`src/design/tbs_params.svh`:
```
// constants for the tdm backplane slot interface
// Summary of operation
// - bus is sixteen bits, 128 slots
// - channel is two words, 24-bit sample
// - standard card base from backplane position
// - drive bus only in own slots
// - multichannel card base from on-card switches
// - other cards span exactly four channels
// - output card: bus in bus mode, else local
// - input card writes only in bus mode
// - per-position jumper can cut mode line
// - sync from bus line or reference input
// - default channel order kept unchanged
// - commands set arbitrary channel mapping
`ifndef TBS_PARAMS_SVH
`define TBS_PARAMS_SVH
`define TBS_WORD_W      16
`define TBS_SLOT_W      7
`define TBS_CHAN_W      6
`define TBS_CHANS       64
`define TBS_CARD_CHANS  6'h04
`define TBS_MULTI_CHANS 6'h08
`define TBS_FIFO_DEPTH  4
`define TBS_SLOT_FIRST  7'h00
`endif

```
`src/design/tbs_pkg.sv`:
```
// types shared by the tdm backplane slot interface
`include "tbs_params.svh"
package tbs_pkg;
   // one audio channel as it travels through the card
   typedef struct packed {
      logic [5:0]  chan;
      logic [23:0] audio;
      logic        user;
      logic        status;
   } tbs_sample_t;
   // static card straps: position, switches, card type, sync jumper
   typedef struct packed {
      logic [3:0] cardAddr;
      logic [5:0] dipAddr;
      logic       multiChan;
      logic       isOutput;
      logic       syncFromRef;
   } tbs_strap_t;
   // backplane pins that arrive from outside the clock domain
   typedef struct packed {
      logic        slotClk;
      logic        frame;
      logic        sync;
      logic        modeSel;
      logic        jumperFit;
      logic        syncRef;
      logic [15:0] data;
   } tbs_pins_t;
   // bus driver phase within one owned channel
   typedef enum logic [1:0] {
      TBS_QUIET    = 2'b00,
      TBS_DRIVE_HI = 2'b01,
      TBS_DRIVE_LO = 2'b10
   } tbs_drive_t;
   // true when the channel lies in the card's own window
   function automatic logic tbs_owns(input logic [5:0] chan, input tbs_strap_t s);
      logic [5:0] base;
      logic [5:0] span;
      base = s.multiChan ? s.dipAddr : {s.cardAddr, 2'b00};
      span = s.multiChan ? `TBS_MULTI_CHANS : `TBS_CARD_CHANS;
      return (chan >= base) && (6'(chan - base) < span);
   endfunction
endpackage

```
`src/design/tbs_slot_interface.sv`:
```
// tdm backplane slot interface of one plug-in card, with its sample fifo
`timescale 1ns/1ps
`include "tbs_params.svh"

module tbs_fifo #(
   parameter int WIDTH = 32,
   parameter int DEPTH = `TBS_FIFO_DEPTH
) (
   input  wire logic             clock,
   input  wire logic             sys_rst,
   input  wire logic             wrValid,
   input  wire logic [WIDTH-1:0] wrData,
   output logic                  wrReady,
   output logic                  rdValid,
   output logic      [WIDTH-1:0] rdData,
   input  wire logic             rdReady
);
   localparam int AW = $clog2(DEPTH);
   logic [WIDTH-1:0] mem [DEPTH];   // storage, depth must be a power of two
   logic [AW-1:0]    wrPtr;         // next slot to fill
   logic [AW-1:0]    rdPtr;         // oldest word
   logic [AW:0]      count;         // words held
   logic [AW-1:0]    next_wrPtr;
   logic [AW-1:0]    next_rdPtr;
   logic [AW:0]      next_count;
   logic             next_wrReady;
   logic             next_rdValid;
   logic             push;
   logic             pop;

   // flags are registered from the next count so both sides see honest levels
   always_comb begin
      push         = wrValid & wrReady;
      pop          = rdValid & rdReady;
      next_wrPtr   = push ? AW'(wrPtr + 1'b1) : wrPtr;
      next_rdPtr   = pop ? AW'(rdPtr + 1'b1) : rdPtr;
      next_count   = (AW+1)'(count + {{AW{1'b0}}, push} - {{AW{1'b0}}, pop});
      next_wrReady = next_count != (AW+1)'(DEPTH);
      next_rdValid = next_count != '0;
   end

   // register pointers and flags
   always_ff @(posedge clock or posedge sys_rst) begin
      if (sys_rst) begin
         wrPtr   <= '0;
         rdPtr   <= '0;
         count   <= '0;
         wrReady <= 1'b0;
         rdValid <= 1'b0;
      end else begin
         wrPtr   <= next_wrPtr;
         rdPtr   <= next_rdPtr;
         count   <= next_count;
         wrReady <= next_wrReady;
         rdValid <= next_rdValid;
      end
   end

   // storage needs no reset
   always_ff @(posedge clock) begin
      if (push) begin
         mem[wrPtr] <= wrData;
      end
   end

   assign rdData = mem[rdPtr];
endmodule // tbs_fifo

module tbs_slot_interface
   import tbs_pkg::*;
(
   input  wire logic        clock,
   input  wire logic        sys_rst,
   input  wire tbs_strap_t  strap,
   input  wire logic        busSlotClock,
   input  wire logic        busFrame,
   input  wire logic        busSync,
   input  wire logic        busModeSel,
   input  wire logic        modeJumperFit,
   input  wire logic        syncRefIn,
   input  wire logic [15:0] busDataIn,
   input  wire tbs_sample_t inSample,
   input  wire logic        inValid,
   output logic             inReady,
   input  wire logic        mapWrite,
   input  wire logic [5:0]  mapBusChan,
   input  wire logic [5:0]  mapStreamChan,
   output tbs_sample_t      outSample,
   output logic             outValid,
   input  wire logic        outReady,
   output logic [15:0]      busDataOut,
   output logic             busDataOe,
   output logic             syncOut,
   output logic             busModeActive
);
   tbs_pins_t   pinA;              // first synchroniser stage, read only by pinB
   tbs_pins_t   pinB;              // second stage, safe to use
   tbs_strap_t  strapA;            // straps are pins too
   tbs_strap_t  strapB;
   logic        clkPrev;           // last slot clock level, for edge finding
   logic [6:0]  slot;              // current slot number
   logic [15:0] hiWord;            // upper word held until its partner slot
   tbs_drive_t  drvState;          // driver phase
   logic [5:0]  chanMap [`TBS_CHANS]; // bus channel to stream channel
   logic        mapTouched;        // any map write since reset
   logic        slotEdge;
   logic        busMode;
   logic [6:0]  next_slot;
   logic [15:0] next_hiWord;
   tbs_drive_t  next_drvState;
   logic [15:0] next_busDataOut;
   logic        next_busDataOe;
   logic        next_syncOut;
   tbs_sample_t next_outSample;
   logic        next_outValid;
   logic        fifoWrValid;
   tbs_sample_t fifoWrData;
   logic        fifoWrReady;
   logic        fifoRdValid;
   tbs_sample_t fifoRdData;
   logic        fifoRdReady;
   logic        capture;           // bus word pair completes into the fifo

   // two flip-flops on every outside input
   always_ff @(posedge clock or posedge sys_rst) begin
      if (sys_rst) begin
         pinA   <= '0;
         pinB   <= '0;
         strapA <= '0;
         strapB <= '0;
      end else begin
         pinA   <= {busSlotClock, busFrame, busSync, busModeSel, modeJumperFit,
                    syncRefIn, busDataIn};
         pinB   <= pinA;
         strapA <= strap;
         strapB <= strapA;
      end
   end

   // a missing jumper leaves the select low, which reads as standalone
   assign busMode  = pinB.modeSel & pinB.jumperFit;
   assign slotEdge = pinB.slotClk & ~clkPrev;
   // bus words complete a pair on the closing edge of an owned odd slot
   assign capture  = slotEdge & busMode & strapB.isOutput & slot[0]
                     & tbs_owns(slot[6:1], strapB);

   // fifo source: bus pairs for an output card in bus mode, else local input
   always_comb begin
      fifoWrData = inSample;
      fifoWrValid = 1'b0;
      if (strapB.isOutput & busMode) begin
         fifoWrValid = capture;
         fifoWrData  = {chanMap[slot[6:1]], hiWord, pinB.data[15:8],
                        pinB.data[7], pinB.data[6]};
      end else begin
         fifoWrValid = inValid;
      end
   end

   // slot counting, bus driver and sync selection
   always_comb begin
      next_slot       = slot;
      next_hiWord     = hiWord;
      next_drvState   = drvState;
      next_busDataOut = busDataOut;
      next_busDataOe  = busDataOe;
      next_syncOut    = strapB.syncFromRef ? pinB.syncRef : pinB.sync;
      fifoRdReady     = 1'b0;
      if (slotEdge) begin
         // frame marks slot zero; 128 slots wrap naturally
         next_slot = pinB.frame ? `TBS_SLOT_FIRST : 7'(slot + 1'b1);
         if (strapB.isOutput & ~slot[0]) begin
            next_hiWord = pinB.data;
         end
         next_drvState  = TBS_QUIET;
         next_busDataOe = 1'b0;
         next_busDataOut = 16'h0000;
         // only an input card in bus mode writes, and only its own slots
         if (busMode & ~strapB.isOutput & tbs_owns(next_slot[6:1], strapB)) begin
            next_busDataOe = 1'b1;
            if (~next_slot[0]) begin
               next_drvState   = fifoRdValid ? TBS_DRIVE_HI : TBS_QUIET;
               next_busDataOut = fifoRdValid ? fifoRdData.audio[23:8] : 16'h0000;
            end else if (drvState == TBS_DRIVE_HI) begin
               next_drvState   = TBS_DRIVE_LO;
               // pop as the lower word is loaded, so the next even slot sees the next pair
               fifoRdReady     = 1'b1;
               next_busDataOut = {fifoRdData.audio[7:0], fifoRdData.user,
                                  fifoRdData.status, 6'h00};
            end
         end
      end
      if (strapB.isOutput) begin
         fifoRdReady = ~outValid | outReady;
      end
      next_outSample = outSample;
      next_outValid  = outValid & ~outReady;
      if (strapB.isOutput & fifoRdValid & fifoRdReady) begin
         next_outSample = fifoRdData;
         next_outValid  = 1'b1;
      end
   end

   // register slot state and outputs
   always_ff @(posedge clock or posedge sys_rst) begin
      if (sys_rst) begin
         clkPrev       <= 1'b0;
         slot          <= `TBS_SLOT_FIRST;
         hiWord        <= 16'h0000;
         drvState      <= TBS_QUIET;
         busDataOut    <= 16'h0000;
         busDataOe     <= 1'b0;
         syncOut       <= 1'b0;
         outSample     <= '0;
         outValid      <= 1'b0;
         busModeActive <= 1'b0;
      end else begin
         clkPrev       <= pinB.slotClk;
         slot          <= next_slot;
         hiWord        <= next_hiWord;
         drvState      <= next_drvState;
         busDataOut    <= next_busDataOut;
         busDataOe     <= next_busDataOe;
         syncOut       <= next_syncOut;
         outSample     <= next_outSample;
         outValid      <= next_outValid;
         busModeActive <= busMode;
      end
   end

   // channel map: identity after reset, rewritten by commands
   always_ff @(posedge clock or posedge sys_rst) begin
      if (sys_rst) begin
         mapTouched <= 1'b0;
         for (int i = 0; i < `TBS_CHANS; i++) begin
            chanMap[i] <= 6'(i);
         end
      end else begin
         mapTouched <= mapTouched | mapWrite;
         if (mapWrite) begin
            chanMap[mapBusChan] <= mapStreamChan;
         end
      end
   end

   tbs_fifo #(
      .WIDTH ($bits(tbs_sample_t)),
      .DEPTH (`TBS_FIFO_DEPTH)
   ) u_fifo (
      .clock   (clock),
      .sys_rst (sys_rst),
      .wrValid (fifoWrValid),
      .wrData  (fifoWrData),
      .wrReady (fifoWrReady),
      .rdValid (fifoRdValid),
      .rdData  (fifoRdData),
      .rdReady (fifoRdReady)
   );

   // ready comes straight from the fifo flag; when full, bus pairs are lost
   assign inReady = fifoWrReady;
endmodule // tbs_slot_interface

```
`config.mk`:
```
export PLATFORM = sky130hd
export DESIGN_NAME = tbs_slot_interface
export DESIGN_NICKNAME = d
export VERILOG_FILES = /design/src/design/tbs_pkg.sv /design/src/design/tbs_slot_interface.sv
export VERILOG_INCLUDE_DIRS = /design/src /design/src/design
export SDC_FILE = /design/constraint.sdc
export NUM_CORES = 1
export LEC_CHECK = 0
export BUFFER_PORTS_ARGS = -buffer_cell sky130_fd_sc_hd__clkbuf_2
export CAP_MARGIN = 0
export CELL_PAD_IN_SITES_DETAIL_PLACEMENT = 0
export CELL_PAD_IN_SITES_GLOBAL_PLACEMENT = 1
export CORE_MARGIN = 3
export CORE_UTILIZATION = 56
export DETAILED_ROUTE_END_ITERATION = 6
export PLACE_DENSITY_LB_ADDON = 0.12
export REMOVE_ABC_BUFFERS = 1
export SYNTH_ARGS = -nofsm -noshare
export SYNTH_HDL_FRONTEND = slang
export SYNTH_SLANG_ARGS = --single-unit
export TNS_END_PERCENT = 100
```
`constraint.sdc`:
```
create_clock -name clock -period 51.8 [get_ports clock]
set_input_delay 5.18 -clock clock [delete_from_list [all_inputs] [get_ports clock]]
set_output_delay 5.18 -clock clock [all_outputs]
set_load 0.01 [all_outputs]
```
[Word level (Yosys, flattened, before mapping)]
Memories as Yosys holds them, arrays and structs flattened.
Index checks and enable logic that the tools add are counted.
Operators by class
  reductions and logical operators: 5
  $lt $le $gt $ge: 7
  mux-type cells: 29
  equal/unequal tests: 2
  add/subtract/negate cells: 7
  bitwise logic cells: 23
Operators with widths (count)
  $bwmux 384: 1
  $mux 16: 4
  $bmux 6 s6: 1
  $demux 6 s6: 1
  $mux 32: 1
  $mux 6: 4
  $and 1x1->1: 15
  $ge 7x7->1 const B: 2
  $not 6->7: 2
  $ge 6x6->1: 2
  $mux 1: 12
  $sub 6x6->6: 2
  $add 7x1->7 const B: 1
  $lt 7x1->1 const B: 1
  $mux 7: 1
  $lt 6x4->1: 1
  $lt 6x6->1: 1
  $mux 2: 3
  $not 1->1: 5
  $add 2x1->2 const B: 2
  $mux 4: 1
  $add 3x1->3: 1
  $logic_and 1x1->1: 3
  $ne 3x3->1 const B: 1
  other kinds (5): 5
Word-level totals
  memory bits (writable): 128
  word-level logic and storage cells: 180
  output and inout port bits: 53
  memories kept: 1
  bits in registers: 541
Memory list
  u_fifo.mem: words 4, width 32, rd ports 1, clocked after memory_dff 0, write ports 1, RTL line tbs_slot_interface.sv:19  | logic [WIDTH-1:0] mem [DEPTH];

[Longest topological paths before layout]
  word-level depth: 12
  mapped depth: 22
  gate-level depth less buffers: 20

[Hierarchy]
From an unflattened synthesis, not the netlist that was laid out.
Unflattened totals
  cell total of the unflattened synthesis: 1888
  area total of the unflattened synthesis: 28878.9 um^2
Modules (own cells, without submodules)
  tbs_slot_interface: seq. area each 13553.0 um^2, area each 23752.8 um^2, cells each 1683, times used 1
  tbs_fifo: seq. area each 4068.9 um^2, area each 5126.2 um^2, cells each 205, times used 1

[Worst setup path after synthesis]
Ideal clock, no wire load.
  path kind: input -> register
  start point: input outReady
  end point: register u_fifo.rdValid
  path buffers: 1
  cell stages on the path: 11
  setup time: 0.121 ns
  slack: 44.684 ns
  arrival time: 6.994 ns
  path through: nand2b_1 -> nor2b_1 -> clkbuf_1 -> a31oi_1 -> inv_1 -> ha_1 -> inv_1 -> ha_1 -> fa_1 -> xnor2_1 -> nand2b_1
On the way
  word-level cells in the longest chain between the ends: 5
Ends and longest elaborated chain
  start, declared: RTL line tbs_slot_interface.sv:90  | input wire logic outReady,
  $or 1x1->1: RTL line tbs_slot_interface.sv:194  | fifoRdReady = ~outValid | outReady;
  $mux 1: RTL line tbs_slot_interface.sv:193  | if (strapB.isOutput) begin
  $and 1x1->1: RTL line tbs_slot_interface.sv:34  | pop = rdValid & rdReady;
  named net u_fifo.pop: RTL line tbs_slot_interface.sv:29  | logic pop;
  $sub 3x1->3: RTL line tbs_slot_interface.sv:37  | next_count = (AW+1)'(count + {{AW{1'b0}}, push} - {{AW{1'b0}}, pop});
  named net u_fifo.next_count[2]: RTL line tbs_slot_interface.sv:25  | logic [AW:0] next_count;
  $reduce_bool 3->1: RTL line tbs_slot_interface.sv:39  | next_rdValid = next_count != '0;
  named net u_fifo.next_rdValid: RTL line tbs_slot_interface.sv:27  | logic next_rdValid;
  end signal, assigned: RTL line tbs_slot_interface.sv:55  | rdValid <= next_rdValid;
  end, declared: RTL line tbs_slot_interface.sv:14  | output logic rdValid,
The timed path passes the listed nets, and every way through them passes these cells.
A chain may end at the register's enable or synchronous reset.

==> flow_summary.ini <==
[sta]
max_freq_mhz = 128
finalSetupTns_ns = 0
setup_viol = 0
finalClockSkew_ns = 0.0179
slew_violations = 0
fin_hold_ws_ns = 0.333
period_needed_ns = 7.79
tightest_slew_ns = 1.15
hold_viol = 0
finalCritPeriodShare = 0.150
relSlewSlack = 0.232
rsz0062_at_grt = false

[global_routing]
grt_pass1_wl_um = 97800
grt_max_degree = 160
grtUsageTotal = 0.239
grt_pass1_vias = 16588
gr-total-overflow = 0
antenna_found_initial = 0

[logic_synthesis]
synth-edff-count = 128
ys.flop_type = dfrtp_1
async_reset_ff_frac = 0.809
ys_seq_area_frac = 0.613
avgSynthCellArea_um2 = 15.7
netlist_area_mm2 = 0.0287
synth_cells = 1834
ys_ff_latch = 669
synth.distinct_cells = 56
yosys_warnings = 0

[drt]
ant_nets = 0
num_vias = 15739
drc = 0
wire_per_inst_um = 23.4
wl_um = 62900
drt-vias-per-instance = 5.86
first_pass_iters = 5
first_iter_violations = 1078

[clock_tree]
clkSlewWorstSetupHoldPaths_ns = 0.06
postCtsSetupBuffers = 0
cts_root_buf = clkbuf_16
cts.sinks = 669
postCtsHoldBufs = 0
cts_tree = yes
htreeDepth = 3
clk_latency_ns = 0.60
cts_buffers = 71
cts_buffer_depth = 3
post_cts_resized = 0

[min_path]
hp-class = reg -> reg

[floorplanning]
die_h_um = 232
die_area_mm2 = 0.0540
core-area_mm2 = 0.0504
initial_core_util = 0.570
io_pins = 137
die_x_um = 232
core.rowCount = 82

[placed_design]
postPlaceCellArea_mm2 = 0.0300
port_buffers = 136
routabilityCongestion = 0.832
dpl.hpwl_um = 38800

[worst_setup_path]
path_class = in -> async
crit_path_frequent_cell = buf_4
start_kind = primary input
critPathArrivalTime_ns = 8.36
crit_fanout = 159
cpPeakStageDelay_ns = 0.86
slowest_stage = buf_4
setup.worst_path.end_class = asynchronous set/reset pin
worstPathRequired_ns = 52.38
cp_cell_sequence = clkbuf_2, inv_8, buf_12, buf_4, buf_4

[power]
clkPwrFrac = 0.360
p_leak_nw = 13.6
power_density_mw_per_mm2 = 44.3
p_comb_frac = 0.169
p_seq_frac = 0.472
p_sw_frac = 0.253
internal-power_mw = 1.07
switchingPower_mw = 0.362
ir_worst_vdd_mv = 0.0377

[final_layout]
multiInputGateArea_mm2 = 0.0106
area_growth_pct = 12.8
regArea_mm2 = 0.0176
finalInstanceArea_mm2 = 0.0324
diodes = 0
fill_cells = 3696
final_nets = 2064
drive_gt1_frac = 0.515

[outcome]
status = complete, no violations

[job]
maxCapViolations = 0
-- stage by stage --
step | setup WS (ns) | power, mW | cells | util
5_1_grt | 43.56 | 1.50 | 2687 | 0.643
3_5_place_dp | 43.28 | 0.932 | 2557 | 0.595
2_1_floorplan | 31.82 | 0.850 | 1721 | -
4_1_cts | 43.91 | 1.45 | 2687 | 0.643
6_report | 44.01 | 1.44 | 2687 | 0.643
3_3_place_gp | 43.34 | 0.920 | 2557 | 0.595
-- metal layers --
layer	global-route usage	part of all wire	vias to the layer above
met5	0	0	-
met4	0.0737	0.029	0
met3	0.0447	0.047	120
met2	0.394	0.49	328
met1	0.326	0.43	8307
li1	-	-	6984
-- worst paths after layout --
path | start | end | slack (ns) | depth (start not counted)
max reg2reg | slot[2] | u_fifo.wrReady | 46.45 | 21
min in group asynchronous | sys_rst | busDataOut[12] | 4.65 | 2
max in group clock | outReady | u_fifo.wrReady | 44.59 | 11
min reg2reg | pinA[17] | pinB[17] | 0.33 | 0
max | sys_rst | chanMap[292] | 44.01 | 5
min | pinA[17] | pinB[17] | 0.33 | 0
-- cells in the final DEF, fill, tap and decap left out, drive strengths merged, types with 3 or more instances in the layout --
cell,Yosys,layout
edfxtp,128,128
o31ai,5,5
nor2b,19,19
mux4,123,123
a21oi,17,17
o21a,4,4
clkinv,0,7
xnor2,7,7
clkbuf,66,246
a22o,6,6
a41oi,4,4
nor3,15,15
nand3b,3,3
clkinvlp,0,3
dfstp,192,192
bufinv,0,6
xor2,3,3
nand2,160,160
nor4,6,6
inv,13,17
nor2,63,63
mux2,438,438
nand3,8,8
a21o,4,4
dfrtp,349,349
o21ai,14,14
ha,21,21
a22oi,16,16
buf,47,28
and2,10,10
and3,5,5
a211oi,15,15
nand2b,17,17
mux2i,37,37
-- cell usage after synthesis (5+ instances only) --
master,number,share of area
a22oi_1,16,0.0042
buf_1,10,0.0013
dfrtp_1,349,0.30
mux4_2,120,0.094
a21oi_1,17,0.0030
o21ai_0,12,0.0021
mux2i_1,37,0.013
ha_1,21,0.0091
inv_1,13,0.0017
nand3_1,8,0.0014
nand2b_1,17,0.0037
buf_2,27,0.0047
nor2_1,62,0.0081
edfxtp_1,128,0.13
and3_1,5,0.0011
a211oi_1,15,0.0039
nor4_1,6,0.0013
nor3_1,15,0.0026
o31ai_1,5,0.0013
buf_4,5,0.0013
clkbuf_1,66,0.0086
xnor2_1,7,0.0021
nor2b_1,19,0.0041
mux2_2,438,0.17
a22o_1,6,0.0018
nand2_1,160,0.021
and2_1,10,0.0022
dfstp_2,192,0.18
-- power by group through the flow --
stage / clock network [mW] / logic [mW] / registers [mW]
final: 0.516 / 0.242 / 0.677
after CTS: 0.527 / 0.246 / 0.678
after detailed placement: 0 / 0.245 / 0.687
after global placement: 0 / 0.238 / 0.681
after global routing: 0.549 / 0.264 / 0.686
after floorplan: 0 / 0.159 / 0.691
-- layout make-up --
class,instances,area share
Timing Repair Buffer,164,0.0279
Sequential cell,669,0.544
Inverter,13,0.00174
Clock buffer,110,0.0656
Tap cell,672,0.0260
Multi-Input combinational cell,1039,0.326
Clock inverter,20,0.00834
-- kinds of logic (layout without fill, tap and decap cells) --
group	after synthesis	after routing	synth area share
compound gates	93	93	0.0227
xor+xnor	10	10	0.00305
fa+ha+maj	22	22	0.00984
buf+inv	126	307	0.0200
flops	669	669	0.613
mux	598	598	0.281
simple gates	316	316	0.0494
-- sequential cells by signal, indices dropped and copies added (netlist names) --
register and cells:
busModeActive 1, slot 7, busDataOut 16, clkPrev 1, u_fifo.wrReady 1, pinB 22
u_fifo.rdPtr 2, outValid 1, hiWord 16, drvState 2, u_fifo.mem 128, outSample 32
chanMap 384, u_fifo.count 3, syncOut 1, pinA 22, strapA 13, u_fifo.wrPtr 2
strapB 13, u_fifo.rdValid 1, busDataOe 1
-- worst max-delay path, delay by kind of cell --
family | cells | cell delay [ns]
buffers and inverters | 5 | 2.82
Power figures use the tool's default switching activity.
